<file path="src/hw/spf_consts.vh">
`ifndef SPF_CONSTS_VH
`define SPF_CONSTS_VH
// ****************************************
// Register offsets
// ****************************************
`define SPF_OFF_CTRL    12'h000
`define SPF_OFF_STATUS  12'h004
`define SPF_OFF_TXDATA  12'h008
`define SPF_OFF_RXDATA  12'h00c
`define SPF_OFF_CMD     12'h010
`define SPF_OFF_EVENT   12'h014
// ****************************************
// Control fields and reset value
// ****************************************
`define SPF_CTRL_HS     0
`define SPF_CTRL_PORT_PROTOCOL_SELECT  2:1
`define SPF_CTRL_AUTO   3
`define SPF_CTRL_DTA    4
`define SPF_CTRL_PWD    5
`define SPF_CTRL_RST    6'h08
`define SPF_PORT_PROTOCOL_SELECT_ASCII 2'h0
`define SPF_PORT_PROTOCOL_SELECT_MDROP 2'h1
`define SPF_PORT_PROTOCOL_SELECT_NET   2'h2
// ****************************************
// Transmit data flags
// ****************************************
`define SPF_TX_SOM      8
`define SPF_TX_EOL      9
`define SPF_TX_EOM      10
// ****************************************
// Characters
// ****************************************
`define SPF_CH_STX      8'h02
`define SPF_CH_ETX      8'h03
`define SPF_CH_CR       8'h0d
`define SPF_CH_LF       8'h0a
`define SPF_CH_XON      8'h11
`define SPF_CH_XOFF     8'h13
`define SPF_CH_CAN      8'h18
`define SPF_CH_BIN      8'ha5
`define SPF_CH_LA       8'h61
`define SPF_CH_LZ       8'h7a
`define SPF_CH_CASE     8'h20
`define SPF_CMD_METER   24'h4d4554
// ****************************************
// Buffer thresholds (depth 20)
// ****************************************
`define SPF_RX_DEPTH    5'h14
`define SPF_RX_LAST     5'h13
`define SPF_RX_LOW      5'h05
`define SPF_RX_HIGH     5'h0f
`define SPF_RX_STOP     5'h13
// ****************************************
// Timing
// ****************************************
`define SPF_CLK_HZ      20000000
`define SPF_BAUD        2400
`endif

</file>
<file path="src/hw/spf_serial_port.v">
// Function
// [RL1] Single-ended port offers RTS/CTS handshaking option
// [RL2] Differential port never uses hardware handshaking
// [RL3] Handshake off: RTS held asserted always
// [RL4] Handshake on: drop RTS when receiver full
// [RL5] Handshake on: transmit only while CTS asserted
// [RL6] Host ends commands with CR, optional LF
// [RL7] Command identified by first three characters
// [RL8] Case-insensitive compare except during password entry
// [RL9] Messages framed by STX and ETX
// [RL10] Every message line ends with CR LF
// [RL11] Below quarter full: send XON, raise RTS
// [RL12] Above three quarters full: send XOFF
// [RL13] Handshake on: drop RTS near 95% full
// [RL14] Host sender stops on XOFF, resumes on XON
// [RL15] Received XOFF pauses output until XON
// [RL16] XOFF while idle blocks new messages
// [RL17] Received CAN aborts pending transmission
// [RL18] Protocol selected per port
// [RL19] Binary commands only under ASCII or multidrop
// [RL20] Automatic messages on power-up and events
// [RL21] Display adapter mode flags metering responses
// [RL22] Power-up message requested after reset
// [RL23] Link runs 2400 baud, 8N1
// [RL24] One flow character per threshold crossing
// [RL25] XON, XOFF, CAN not stored
`timescale 1ns/100ps
`default_nettype none
`include "spf_consts.vh"
module spf_serial_port #(
  parameter DIFF_PORT  = 0,
  parameter BIT_CYCLES = `SPF_CLK_HZ / `SPF_BAUD
) (
  // Clock, reset, enable
  input  wire        pclk,
  input  wire        presetn,
  input  wire        pclken,
  // APB slave
  input  wire        psel,
  input  wire        penable,
  input  wire        pwrite,
  input  wire [11:0] paddr,
  input  wire [31:0] pwdata,
  output reg  [31:0] prdata,
  output reg         pready,
  output reg         pslverr,
  // Serial pins
  input  wire        rxd,
  output reg         txd,
  output reg         rts,
  input  wire        cts,
  // Event inputs, same clock
  input  wire        ev_trigger,
  input  wire        ev_group,
  input  wire        ev_selftest
);
  localparam [13:0] BIT_N  = BIT_CYCLES[13:0];
  localparam [13:0] HALF_N = BIT_CYCLES[14:1];
  localparam        HS_OK  = (DIFF_PORT == 0);
  // ****************************************
  // State
  // ****************************************
  reg  [5:0]  ctrl_r;
  reg  [5:0]  event_r;
  reg  [7:0]  rxmem [0:19];
  reg  [4:0]  wptr_r;
  reg  [4:0]  rptr_r;
  reg  [4:0]  count_r;
  reg         rx_m_r;
  reg         rx_s_r;
  reg         cts_m_r;
  reg         cts_s_r;
  reg         rx_busy_r;
  reg  [13:0] rx_cnt_r;
  reg  [3:0]  rx_bit_r;
  reg  [7:0]  rx_sh_r;
  reg         xoff_rx_r;
  reg         fc_off_r;
  reg         fc_pend_r;
  reg  [7:0]  fc_char_r;
  reg         rts_hold_r;
  reg  [1:0]  cpos_r;
  reg  [23:0] cbuf_r;
  reg  [23:0] cmd_r;
  reg         cmd_valid_r;
  reg         cmd_bin_r;
  reg         txq_full_r;
  reg  [7:0]  txq_byte_r;
  reg         txq_eol_r;
  reg         txq_eom_r;
  reg  [2:0]  tstep_r;
  reg         tx_busy_r;
  reg  [9:0]  tx_sh_r;
  reg  [3:0]  tx_bit_r;
  reg  [13:0] tx_cnt_r;
  // ****************************************
  // Decode
  // ****************************************
  wire        hs_on   = HS_OK && ctrl_r[`SPF_CTRL_HS]; // [RL1] [RL2]
  wire [1:0]  port_protocol_select   = ctrl_r[`SPF_CTRL_PORT_PROTOCOL_SELECT];
  wire        acc     = psel & penable & pready;
  wire        wr      = acc & pwrite;
  wire        rd      = acc & ~pwrite;
  wire        pop     = rd && (paddr == `SPF_OFF_RXDATA) && (count_r != 0);
  wire        rx_done = rx_busy_r && (rx_bit_r == 4'h9) &&
                        (rx_cnt_r == 14'h0000) && rx_s_r;
  wire        is_xon  = rx_sh_r == `SPF_CH_XON;
  wire        is_xoff = rx_sh_r == `SPF_CH_XOFF;
  wire        is_can  = rx_sh_r == `SPF_CH_CAN;
  wire        is_ctl  = is_xon | is_xoff | is_can;
  wire        push    = rx_done && !is_ctl && (count_r != `SPF_RX_DEPTH);
  wire        dec_on  = port_protocol_select != `SPF_PORT_PROTOCOL_SELECT_NET; // [RL18] [RL19]
  wire        cts_ok  = !hs_on || cts_s_r; // [RL5]
  wire        tx_go   = !tx_busy_r && cts_ok;
  wire        send_fc = tx_go && fc_pend_r;
  wire        send_dt = tx_go && !fc_pend_r && txq_full_r &&
                        !xoff_rx_r; // [RL15] [RL16]
  reg  [7:0]  rx_up;
  reg  [7:0]  tx_ch;
  reg  [2:0]  tstep_nxt;
  reg  [31:0] rdata_nxt;
  reg         rerr_nxt;
  wire [4:0]  count_nxt = count_r + {4'h0, push} - {4'h0, pop};
  // ****************************************
  // Combinational helpers
  // ****************************************
  always @* begin
    rx_up = rx_sh_r;
    if (!ctrl_r[`SPF_CTRL_PWD] && rx_sh_r >= `SPF_CH_LA &&
        rx_sh_r <= `SPF_CH_LZ) begin
      rx_up = rx_sh_r - `SPF_CH_CASE; // [RL8]
    end
    case (tstep_r)
      3'h0: tx_ch = `SPF_CH_STX; // [RL9]
      3'h1: tx_ch = txq_byte_r;
      3'h2: tx_ch = `SPF_CH_CR; // [RL10]
      3'h3: tx_ch = `SPF_CH_LF;
      3'h4: tx_ch = `SPF_CH_ETX; // [RL9]
      default: tx_ch = txq_byte_r;
    endcase
    case (tstep_r)
      3'h0: tstep_nxt = 3'h1;
      3'h1: tstep_nxt = (txq_eol_r | txq_eom_r) ? 3'h2 : 3'h7; // [RL10]
      3'h2: tstep_nxt = 3'h3;
      3'h3: tstep_nxt = txq_eom_r ? 3'h4 : 3'h7;
      default: tstep_nxt = 3'h7;
    endcase
    rerr_nxt  = 1'b0;
    rdata_nxt = 32'h0000_0000;
    case (paddr)
      `SPF_OFF_CTRL: rdata_nxt = {26'h0, ctrl_r};
      `SPF_OFF_STATUS: rdata_nxt = {19'h0, fc_off_r, txq_full_r,
        xoff_rx_r, cts_s_r, rts, 3'h0, count_r};
      `SPF_OFF_TXDATA: rdata_nxt = 32'h0000_0000;
      `SPF_OFF_RXDATA: rdata_nxt = {23'h0, count_r != 0, rxmem[rptr_r]};
      `SPF_OFF_CMD: rdata_nxt = {6'h0, cmd_bin_r, cmd_valid_r, cmd_r};
      `SPF_OFF_EVENT: rdata_nxt = {26'h0, event_r};
      default: rerr_nxt = 1'b1;
    endcase
  end
  // ****************************************
  // Receive buffer storage
  // ****************************************
  always @(posedge pclk) begin
    if (pclken && push) begin
      rxmem[wptr_r] <= rx_sh_r;
    end
  end
  // ****************************************
  // Sequential logic
  // ****************************************
  always @(posedge pclk or negedge presetn) begin
    if (!presetn) begin
      prdata      <= 32'h0000_0000;
      pready      <= 1'b0;
      pslverr     <= 1'b0;
      txd         <= 1'b1;
      rts         <= 1'b1;
      ctrl_r      <= `SPF_CTRL_RST;
      event_r     <= 6'h01; // [RL22]
      wptr_r      <= 5'h00;
      rptr_r      <= 5'h00;
      count_r     <= 5'h00;
      rx_m_r      <= 1'b1;
      rx_s_r      <= 1'b1;
      cts_m_r     <= 1'b0;
      cts_s_r     <= 1'b0;
      rx_busy_r   <= 1'b0;
      rx_cnt_r    <= 14'h0000;
      rx_bit_r    <= 4'h0;
      rx_sh_r     <= 8'h00;
      xoff_rx_r   <= 1'b0;
      fc_off_r    <= 1'b0;
      fc_pend_r   <= 1'b0;
      fc_char_r   <= 8'h00;
      rts_hold_r  <= 1'b0;
      cpos_r      <= 2'h0;
      cbuf_r      <= 24'h000000;
      cmd_r       <= 24'h000000;
      cmd_valid_r <= 1'b0;
      cmd_bin_r   <= 1'b0;
      txq_full_r  <= 1'b0;
      txq_byte_r  <= 8'h00;
      txq_eol_r   <= 1'b0;
      txq_eom_r   <= 1'b0;
      tstep_r     <= 3'h0;
      tx_busy_r   <= 1'b0;
      tx_sh_r     <= 10'h3ff;
      tx_bit_r    <= 4'h0;
      tx_cnt_r    <= 14'h0000;
    end else if (pclken) begin
      // APB: one wait state, so every read sees settled data
      pready <= psel & penable & ~pready;
      if (psel & penable & ~pready) begin
        prdata  <= rdata_nxt;
        pslverr <= rerr_nxt;
      end
      if (wr && paddr == `SPF_OFF_CTRL) begin
        ctrl_r <= pwdata[5:0];
      end
      if (rd && paddr == `SPF_OFF_CMD) begin
        cmd_valid_r <= 1'b0;
      end
      // Event flags: clear by writing one, a new event wins
      event_r <= (wr && paddr == `SPF_OFF_EVENT) ?
                 event_r & ~pwdata[5:0] : event_r;
      if (ctrl_r[`SPF_CTRL_AUTO]) begin
        if (ev_trigger)  event_r[1] <= 1'b1; // [RL20]
        if (ev_group)    event_r[2] <= 1'b1; // [RL20]
        if (ev_selftest) event_r[3] <= 1'b1; // [RL20]
      end
      // Pin synchronisers
      rx_m_r  <= rxd;
      rx_s_r  <= rx_m_r;
      cts_m_r <= cts;
      cts_s_r <= cts_m_r;
      // Receiver, 8N1, sampled at mid bit
      if (!rx_busy_r) begin
        if (!rx_s_r) begin
          rx_busy_r <= 1'b1; // [RL23]
          rx_cnt_r  <= HALF_N;
          rx_bit_r  <= 4'h0;
        end
      end else if (rx_cnt_r != 14'h0000) begin
        rx_cnt_r <= rx_cnt_r - 14'h0001;
      end else begin
        rx_cnt_r <= BIT_N - 14'h0001;
        rx_bit_r <= rx_bit_r + 4'h1;
        if (rx_bit_r == 4'h0 && rx_s_r) begin
          rx_busy_r <= 1'b0;
        end else if (rx_bit_r != 4'h0 && rx_bit_r != 4'h9) begin
          rx_sh_r <= {rx_s_r, rx_sh_r[7:1]};
        end else if (rx_bit_r == 4'h9) begin
          rx_busy_r <= 1'b0;
        end
      end
      // Received character handling
      if (rx_done) begin
        if (is_xon) xoff_rx_r <= 1'b0; // [RL15] [RL16]
        if (is_xoff) xoff_rx_r <= 1'b1; // [RL15] [RL16] [RL25]
        if (is_can) begin
          txq_full_r <= 1'b0; // [RL17] [RL25]
          event_r[4] <= 1'b1;
        end
        if (!is_ctl && dec_on) begin
          if (rx_sh_r == `SPF_CH_CR) begin
            cpos_r <= 2'h0; // [RL6]
            if (cpos_r != 2'h0) begin
              cmd_r       <= cbuf_r;
              cmd_valid_r <= 1'b1;
              cmd_bin_r   <= cbuf_r[23:16] == `SPF_CH_BIN; // [RL19]
              if (ctrl_r[`SPF_CTRL_DTA] && cbuf_r == `SPF_CMD_METER)
                event_r[5] <= 1'b1; // [RL21]
            end
          end else if (rx_sh_r != `SPF_CH_LF && cpos_r != 2'h3) begin
            // Later characters are dropped, so truncated forms match
            cpos_r <= cpos_r + 2'h1; // [RL7]
            case (cpos_r)
              2'h0: cbuf_r <= {rx_up, 16'h0000};
              2'h1: cbuf_r[15:8] <= rx_up;
              default: cbuf_r[7:0] <= rx_up;
            endcase
          end
        end
      end
      // Receive buffer pointers
      if (push) wptr_r <= (wptr_r == `SPF_RX_LAST) ? 5'h00 :
                          wptr_r + 5'h01;
      if (pop) rptr_r <= (rptr_r == `SPF_RX_LAST) ? 5'h00 :
                         rptr_r + 5'h01;
      count_r <= count_nxt;
      // Flow control with hysteresis between the two levels
      if (!fc_off_r && count_nxt > `SPF_RX_HIGH) begin
        fc_off_r  <= 1'b1; // [RL12] [RL24]
        fc_pend_r <= 1'b1;
        fc_char_r <= `SPF_CH_XOFF;
      end else if (fc_off_r && count_nxt < `SPF_RX_LOW) begin
        fc_off_r  <= 1'b0; // [RL11] [RL24]
        fc_pend_r <= 1'b1;
        fc_char_r <= `SPF_CH_XON;
      end else if (send_fc) begin
        fc_pend_r <= 1'b0;
      end
      if (count_nxt >= `SPF_RX_STOP) rts_hold_r <= 1'b1; // [RL13]
      else if (count_nxt < `SPF_RX_LOW) rts_hold_r <= 1'b0; // [RL11]
      rts <= hs_on ? !rts_hold_r : 1'b1; // [RL3] [RL4]
      // Transmit queue, one byte with framing flags
      if (wr && paddr == `SPF_OFF_TXDATA && !txq_full_r) begin
        txq_full_r <= 1'b1;
        txq_byte_r <= pwdata[7:0];
        txq_eol_r  <= pwdata[`SPF_TX_EOL];
        txq_eom_r  <= pwdata[`SPF_TX_EOM];
        tstep_r    <= pwdata[`SPF_TX_SOM] ? 3'h0 : 3'h1;
      end
      // Serialiser; flow characters go ahead of message data
      if (send_fc || send_dt) begin
        tx_busy_r <= 1'b1;
        tx_bit_r  <= 4'h0;
        tx_cnt_r  <= BIT_N - 14'h0001;
        tx_sh_r   <= {1'b1, send_fc ? fc_char_r : tx_ch, 1'b0}; // [RL23]
        txd       <= 1'b0;
        if (send_dt) begin
          tstep_r <= tstep_nxt;
          if (tstep_nxt == 3'h7) txq_full_r <= 1'b0;
        end
      end else if (tx_busy_r) begin
        if (tx_cnt_r != 14'h0000) begin
          tx_cnt_r <= tx_cnt_r - 14'h0001;
        end else if (tx_bit_r == 4'h9) begin
          tx_busy_r <= 1'b0;
          txd       <= 1'b1;
        end else begin
          tx_cnt_r <= BIT_N - 14'h0001;
          tx_bit_r <= tx_bit_r + 4'h1;
          txd      <= tx_sh_r[tx_bit_r + 4'h1];
        end
      end
    end
  end
endmodule // spf_serial_port
`default_nettype wire

</file>
<file path="config.mk">
export PLATFORM = sky130hd
export DESIGN_NAME = spf_serial_port
export DESIGN_NICKNAME = d
export VERILOG_FILES = /design/src/hw/spf_serial_port.v
export VERILOG_INCLUDE_DIRS = /design/src /design/src/hw
export SDC_FILE = /design/constraint.sdc
export NUM_CORES = 1
export LEC_CHECK = 0
export BUFFER_PORTS_ARGS = -buffer_cell sky130_fd_sc_hd__buf_4
export CAP_MARGIN = 20
export CORE_MARGIN = 5
export CORE_UTILIZATION = 40
export CTS_CLUSTER_SIZE = 14
export DETAILED_ROUTE_END_ITERATION = 10
export SLEW_MARGIN = 20
export SYNTH_ARGS = -nofsm -noshare
export SYNTH_HDL_FRONTEND = slang
export SYNTH_SLANG_ARGS = --single-unit
</file>
<file path="constraint.sdc">
create_clock -name pclk -period 11.2 [get_ports pclk]
set_input_delay 2.24 -clock pclk [delete_from_list [all_inputs] [get_ports pclk]]
set_output_delay 2.24 -clock pclk [all_outputs]
set_load 0.02 [all_outputs]
</file>
==> results of run 1 <==
==> power by group <==
part | switching (W) | internal (W) | leakage [nW]
Clock | 0.000515 | 0.000700 | 0.588
Combinational | 0.000186 | 0.000147 | 2.66
Sequential | 0.0000870 | 0.00139 | 3.30
Total | 0.000788 | 0.00224 | 6.54
==> cell usage in the layout (no fill, tap or decap), types with 6 or more instances in the layout <==
cell       count
mux2i_1       27
a22o_1        21
nor3_1        26
edfxtp_1     160
dfstp_2       15
clkbuf_1      16
or3_1         13
buf_4         69
inv_1         51
and4_1         6
mux2_2        44
clkbuf_16     40
o21ai_0       89
nand3_1       29
nand4_1       12
o31ai_1       10
nand2b_1      13
a221oi_1       6
nor2_1        69
mux4_2        33
a211oi_1       9
a21oi_1       26
a21o_1         9
ha_1          23
and3_1        12
mux2_4        17
clkinv_2       6
dfrtp_1      170
xor2_1         7
nor4_1        14
a31oi_1       14
o2bb2ai_1      6
o22a_1         7
o21ai_1       13
a22oi_1       17
nor2b_1       12
conb_1         6
xnor2_1        8
nand2_1       58
==> worst max-delay path by stage <==
stage,to,slack [ps],from,cells after the start
3_5_place_dp,fc_char_r[0],5160,paddr[9],14
3_3_place_gp,fc_char_r[0],5200,paddr[9],14
5_1_grt,fc_char_r[0],5520,paddr[9],14
2_1_floorplan,fc_char_r[0],6010,paddr[9],13
6_report,fc_char_r[0],5790,paddr[9],14
4_1_cts,fc_char_r[0],5760,paddr[9],14
==> metrics by stage <==
stage	hold WS, ps	instances	setup WS [ps]	power [W]
after CTS	441	1812	5760	0.00306
after floorplan	404	1212	6010	0.00174
after detailed placement	437	1740	5160	0.00184
after global placement	433	1740	5200	0.00183
after global routing	460	1812	5520	0.00317
final	431	1812	5790	0.00303
==> final cells by class <==
| cell class | instances | area, µm² | area share |
|---|---|---|---|
| multi-input cells | 754 | 5770 | 0.323 |
| repair buffers | 70 | 532 | 0.0298 |
| well taps | 518 | 648 | 0.0363 |
| clock inverters | 14 | 114 | 0.00638 |
| clock buffers | 58 | 1090 | 0.0610 |
| flip-flops and latches | 347 | 9510 | 0.532 |
| inverters | 51 | 191 | 0.0107 |
==> metal layers <==
| metal | up-vias | global-route usage |
|---|---|---|
| met3 | 60 | 0.0277 |
| met1 | 5177 | 0.236 |
| met2 | 228 | 0.271 |
| met5 | - | 0 |
| li1 | 4686 | - |
| met4 | 0 | 0.0612 |
==> registers in the layout, indices dropped and copies added (netlist names), 6 cells and up <==
| name | cells |
|---|---|
| cbuf_r | 24 |
| cmd_r | 24 |
| ctrl_r | 6 |
| event_r | 6 |
| prdata | 26 |
| rx_cnt_r | 14 |
| rx_sh_r | 8 |
| rxmem | 160 |
| tx_cnt_r | 14 |
| tx_sh_r | 9 |
| txq_byte_r | 8 |
==> worst max-delay path, delay by kind of cell <==
kind	cells	cell delay, ps
buf+inv	3	220
compound gates	1	160
xor+xnor	1	260
fa+ha+maj	3	890
simple gates	6	2080
==> cell families after synthesis <==
family | share of synthesized area
compound gates | 0.116
xor+xnor | 0.00834
fa+ha+maj | 0.0195
buf+inv | 0.0322
flops | 0.603
mux | 0.112
other cells | 0.000238
simple gates | 0.109
==> qor_table.md, run 1 <==
| Metric | Value |
|:---|:---|
| Result of the run | completed |
| Unrepaired setup endpoints after global routing | no |
| Hold Violations, Final | 0 |
| Drc violations | 0 |
| Portion of the post-synthesis area used by sequential elements | 0.603 |
| WP data arrival | 5860 ps |
| Worst R2R Setup Slack | 6940 ps |
| Leakage dissipation | 6.54 nW |
| Setup TNS Final | 0 ps |
| Length in cells of the worst reg-to-reg path | 13 |
| Power Density | 170 nW/µm² |
| Antenna violations before repair | 0 |
| Capturing element type of the critical path | flop |
| Number of I/O pins | 91 |
| Cell Area, Synth | 15800 µm² |
| Post-CTS Hold Buffers | 0 |
| Critical Path Start Type | input port |
| Number of setup violations in the final report | 0 |
| Starting Density | 0.406 |
| Utilization after layout | 0.460 |
| Area share of the leading cell type in the synthesized netlist | 0.305 |
| Post-synthesis area per instance | 13.1 µm² |
| Hold Path Depth | 1 |
| Global placer's final weighted congestion | 0.844 |
| Most common cell in the netlist | dfrtp_1 |
| Top metal layer carrying routed signals | met4 |
| Synth Register Bits | 347 |
| Maximum number of pins on one net before global-route repair | 118 |
| FFs w/ async S/R, synth | 0.539 |
| Clock-pin slew reported for the worst setup and hold paths after clock tree synthesis | 60 ps |
| Routed met1 length | 17000 µm |
| Hold path start | rts_hold_r |
| DRT iter0 DRCs | 707 |
| Total cell area at the placement stage | 16600 µm² |
| Std-Cell Core Area | 38800 µm² |
| Clk_lat worst skew | 560 ps |
| CP max stage cell | nor4_1 |
| # nets final | 1342 |
| Die extent in y | 209 µm |
| Post-synth cell types | 85 |
| IR drop worst, VDD | 0.133 mV |
| Maximum clock frequency | 185 MHz |
| Hold Path Class | reg -> reg |
| Die Footprint | 43500 µm² |
| Most frequent cells after synthesis | dfrtp_1 (172), edfxtp_1 (160), o21ai_0 (89) |
| Maximum clock skew at final layout | 31.8 ps |
| Required time of the critical path | 11650 ps |
| Launching point of the worst reg2reg path | rx_sh_r[3] |
| Detail-routed net length per standard cell | 20.5 µm |
| Inserted Diodes | 0 |
| DR WL met2 | 17600 µm |
| Reg-to-Reg End | fc_char_r[0] |
| Slew Limit Headroom | 0.281 |
| Worst setup path category | in -> reg |
| Final instance area | 17900 µm² |
| Aggregate global routing overflow | 0 |
| Cell type with the largest total area after synthesis | edfxtp_1 |
| Syn Inst Count | 1207 |
| Buffer depth of the longest clock path | 3 |
| Vias after detailed routing | 10200 |
| Number of flops mapped to enable cells by yosys | 160 |
| Met3 routed wirelength | 1490 µm |
| Sum of routed wire length over all layers | 37100 µm |
| Count of port buffers added during placement | 63 |
| Actual slew at the worst max-slew pin | 1080 ps |
| Primary FF master, synth | dfrtp_1 |
| Highest net fanout along the worst path | 5 |
| CTS-repair resized insts | 0 |
| Yosys synthesis warning count | 0 |
| TritonCTS clock tree | built |
| Share of cells above drive strength 1 | 0.201 |
| Final cycle utilization of the critical path | 0.483 |
| Wire length of the first global-routing pass | 59200 µm |
| Total CTS buffers | 39 |
| Number of placement rows | 72 |
| Root Driver | clkbuf_16 |
| Number of fill cells | 3429 |
| H-tree level count | 2 |
| Synth-to-Final Area Change | 13.3% |
| Number of detailed-route iterations in the first pass | 5 |
| Estimated wirelength of the detail-placed design | 24400 µm |
| Vias per inst | 5.60 |
| Final Max Tran Viols | 0 |
| Largest stage delay, worst path | 700 ps |
| MaxCap Viol Count | 0 |
| Final period demand of the worst path | 5410 ps |
| Cell types with the largest area share after synthesis | edfxtp_1 (30%), dfrtp_1 (27%), mux4_2 (4.7%) |
| Cell breakdown of the critical path | buf_4, nor4_1, nand3_1, nor4_1, ha_1, inv_1, ha_1, inv_1, fa_1, xnor2_1, o21ai_0, and3_1, and3_1, or3_1 |
| Post-CTS setup buffer count | 0 |
| Clock sink total | 347 |
| Antenna-violating nets left | 0 |
| Hold worst-path end | rts |
| Gr usage total | 0.170 |
| Die width | 209 µm |
| Number of global-route vias before repair | 10400 |
No activity file was read; power rests on OpenSTA's default activity.
==> run 2: changes to the inputs <==
Clock period 11.2 ns to 4.6 ns, I/O delays scaled along.
==> run 2 against run 1 <==
  * Clock power grew to 2.7 times the previous value
  * Sequential cell count stayed put
  * Critical path depth is 2 higher
  * First-iteration DRC count is 6.2% higher
  * Critical endpoint unchanged
  * Worst hold slack better by 16 ps
  * Sequential share of layout area is 1.2 points lower
  * Routed wire length is 0.24% higher
==> qor_table.md, run 2 (synthesis gave the netlist of run 1 again) <==
| Metric | Value |
|:---|:---|
| Aggregate global routing overflow | 0 |
| Number of setup violations in the final report | 0 |
| Wire length of the first global-routing pass | 59500 µm |
| Capturing element type of the critical path | flop |
| Maximum number of pins on one net before global-route repair | 112 |
| Largest regs | rxmem: 160 flops, prdata: 26 flops |
| Actual slew at the worst max-slew pin | 1100 ps |
| Hold Violations, Final | 0 |
| Launching point of the worst reg2reg path | count_r[3] |
| # nets final | 1371 |
| Synth-to-Final Area Change | 15.8% |
| Vias per inst | 5.54 |
| Post-CTS setup buffer count | 0 |
| Count of port buffers added during placement | 63 |
| Number of fill cells | 3439 |
| Share of cells above drive strength 1 | 0.225 |
| Clock-pin slew reported for the worst setup and hold paths after clock tree synthesis | 60 ps |
| DRT iter0 DRCs | 751 |
| Clock sink total | 347 |
| Final cycle utilization of the critical path | 0.849 |
| Drc violations | 0 |
| Setup TNS Final | 0 ps |
| Gr usage total | 0.170 |
| Leakage dissipation | 6.76 nW |
| Required time of the critical path | 5020 ps |
| Launching element of the worst setup path | count_r[3] |
| Slew Limit Headroom | 0.262 |
| Die extent in y | 209 µm |
| H-tree level count | 2 |
| Maximum clock skew at final layout | 33.5 ps |
| Maximum clock frequency | 256 MHz |
| Unrepaired setup endpoints after global routing | no |
| Termination of the worst setup path | fc_char_r[0] |
| Power Density | 422 nW/µm² |
| Die Footprint | 43500 µm² |
| Total CTS buffers | 39 |
| Critical Path Start Type | flop |
| Hold Path Depth | 1 |
| Estimated wirelength of the detail-placed design | 24700 µm |
| Top reg by flops | rxmem |
| Total power of the final layout | 0.00770 W |
| Worst R2R Setup Slack | 690 ps |
| Final Max Tran Viols | 0 |
| TritonCTS clock tree | built |
| Global placer's final weighted congestion | 0.842 |
| Detail-routed net length per standard cell | 20.2 µm |
| Buffer depth of the longest clock path | 3 |
| Final period demand of the worst path | 3910 ps |
| Result of the run | completed |
| Highest net fanout along the worst path | 5 |
| Antenna violations before repair | 0 |
| Minimum setup slack in the final design | 693 ps |
| Worst setup path category | reg -> reg |
| MaxCap Viol Count | 0 |
| Hold Path Class | reg -> reg |
| Max FFs per register | 160 |
| Starting Density | 0.406 |
| Length in cells of the worst reg-to-reg path | 16 |
| Sum of routed wire length over all layers | 37200 µm |
| IR drop worst, VDD | 0.275 mV |
| Reg-to-Reg End | fc_char_r[0] |
| Antenna-violating nets left | 0 |
| Number of I/O pins | 91 |
| Number of detailed-route iterations in the first pass | 5 |
| Post-Place Setup Slack | 201 ps |
| Root Driver | clkbuf_16 |
| Vias after detailed routing | 10200 |
| Most common library cell in the layout ignoring fill and taps | dfrtp_1 |
| Die width | 209 µm |
| Number of global-route vias before repair | 10400 |
| Most used cells in the layout excluding fill and tap cells | dfrtp_1 (170), edfxtp_1 (160), buf_4 (97) |
| WP data arrival | 4330 ps |
| Post-CTS Hold Buffers | 0 |
| CTS-repair resized insts | 0 |
| Number of placement rows | 72 |
| Clk_lat worst skew | 550 ps |
| Std-Cell Core Area | 38800 µm² |
==> run 2: changes by cell type in the layout (fill, tap and decap cells not counted), sizes merged <==
| cell | previous run | this run |
|---|---|---|
| buf | 69 | 98 |
| clkinvlp | 0 | 4 |
| inv | 52 | 51 |
| clkbuf | 59 | 54 |
| clkinv | 12 | 8 |
| diode | 0 | 1 |
| bufinv | 1 | 6 |
==> run 2: cell type report <==
type / instances / area, µm² / area share
multi-input combinational: 754 / 5770 / 0.316
clock buffer: 53 / 1110 / 0.0609
tap: 518 / 648 / 0.0355
timing repair buffer: 99 / 762 / 0.0418
antenna: 1 / 2.50 / 0.000137
clock inverter: 18 / 256 / 0.0141
inverter: 51 / 191 / 0.0105
sequential: 347 / 9510 / 0.521
==> run 2: through the flow <==
stage          instance area [µm²]  hold slack (ps)   util  std cells
5_1_grt                      18200              478  0.470       1840
2_1_floorplan                15800              404      -       1212
3_3_place_gp                 16900              447  0.435       1769
6_report                     18200              448  0.470       1841
4_1_cts                      18200              458  0.470       1840
3_5_place_dp                 16900              456  0.435       1769
==> run 2: worst min-delay path by stage <==
stage	from	end	slack, ps
after detailed placement	rts_hold_r	rts	460
final	rts_hold_r	rts	450
after global placement	rts_hold_r	rts	450
after floorplan	rts_hold_r	rts	400
after global routing	rts_hold_r	rts	480
after CTS	rts_hold_r	rts	460
==> run 2: layer usage <==
layer | vias to the layer above | share of wire | track usage
li1 | 4758 | - | -
met5 | - | 0 | 0
met3 | 54 | 0.038 | 0.0283
met1 | 5194 | 0.46 | 0.240
met4 | 0 | 0.024 | 0.0455
met2 | 194 | 0.48 | 0.275
==> run 2: where the power goes <==
part | internal, W | total [W] | switching [W]
logic | 0.000363 | 0.000823 | 0.000460
registers | 0.00339 | 0.00360 | 0.000201
clock network | 0.00204 | 0.00329 | 0.00125
total | 0.00579 | 0.00770 | 0.00191
==> run 2: critical path: stages (launching register included) <==
cell	delay, ps
dfrtp_1	440
inv_1	110
ha_1	140
or4b_2	620
nand3_1	160
nor4_1	80
buf_4	150
ha_1	280
inv_1	50
ha_1	160
inv_1	60
fa_1	400
nand2b_1	160
a21oi_1	230
xnor2_1	180
and3_1	210
or3_1	340
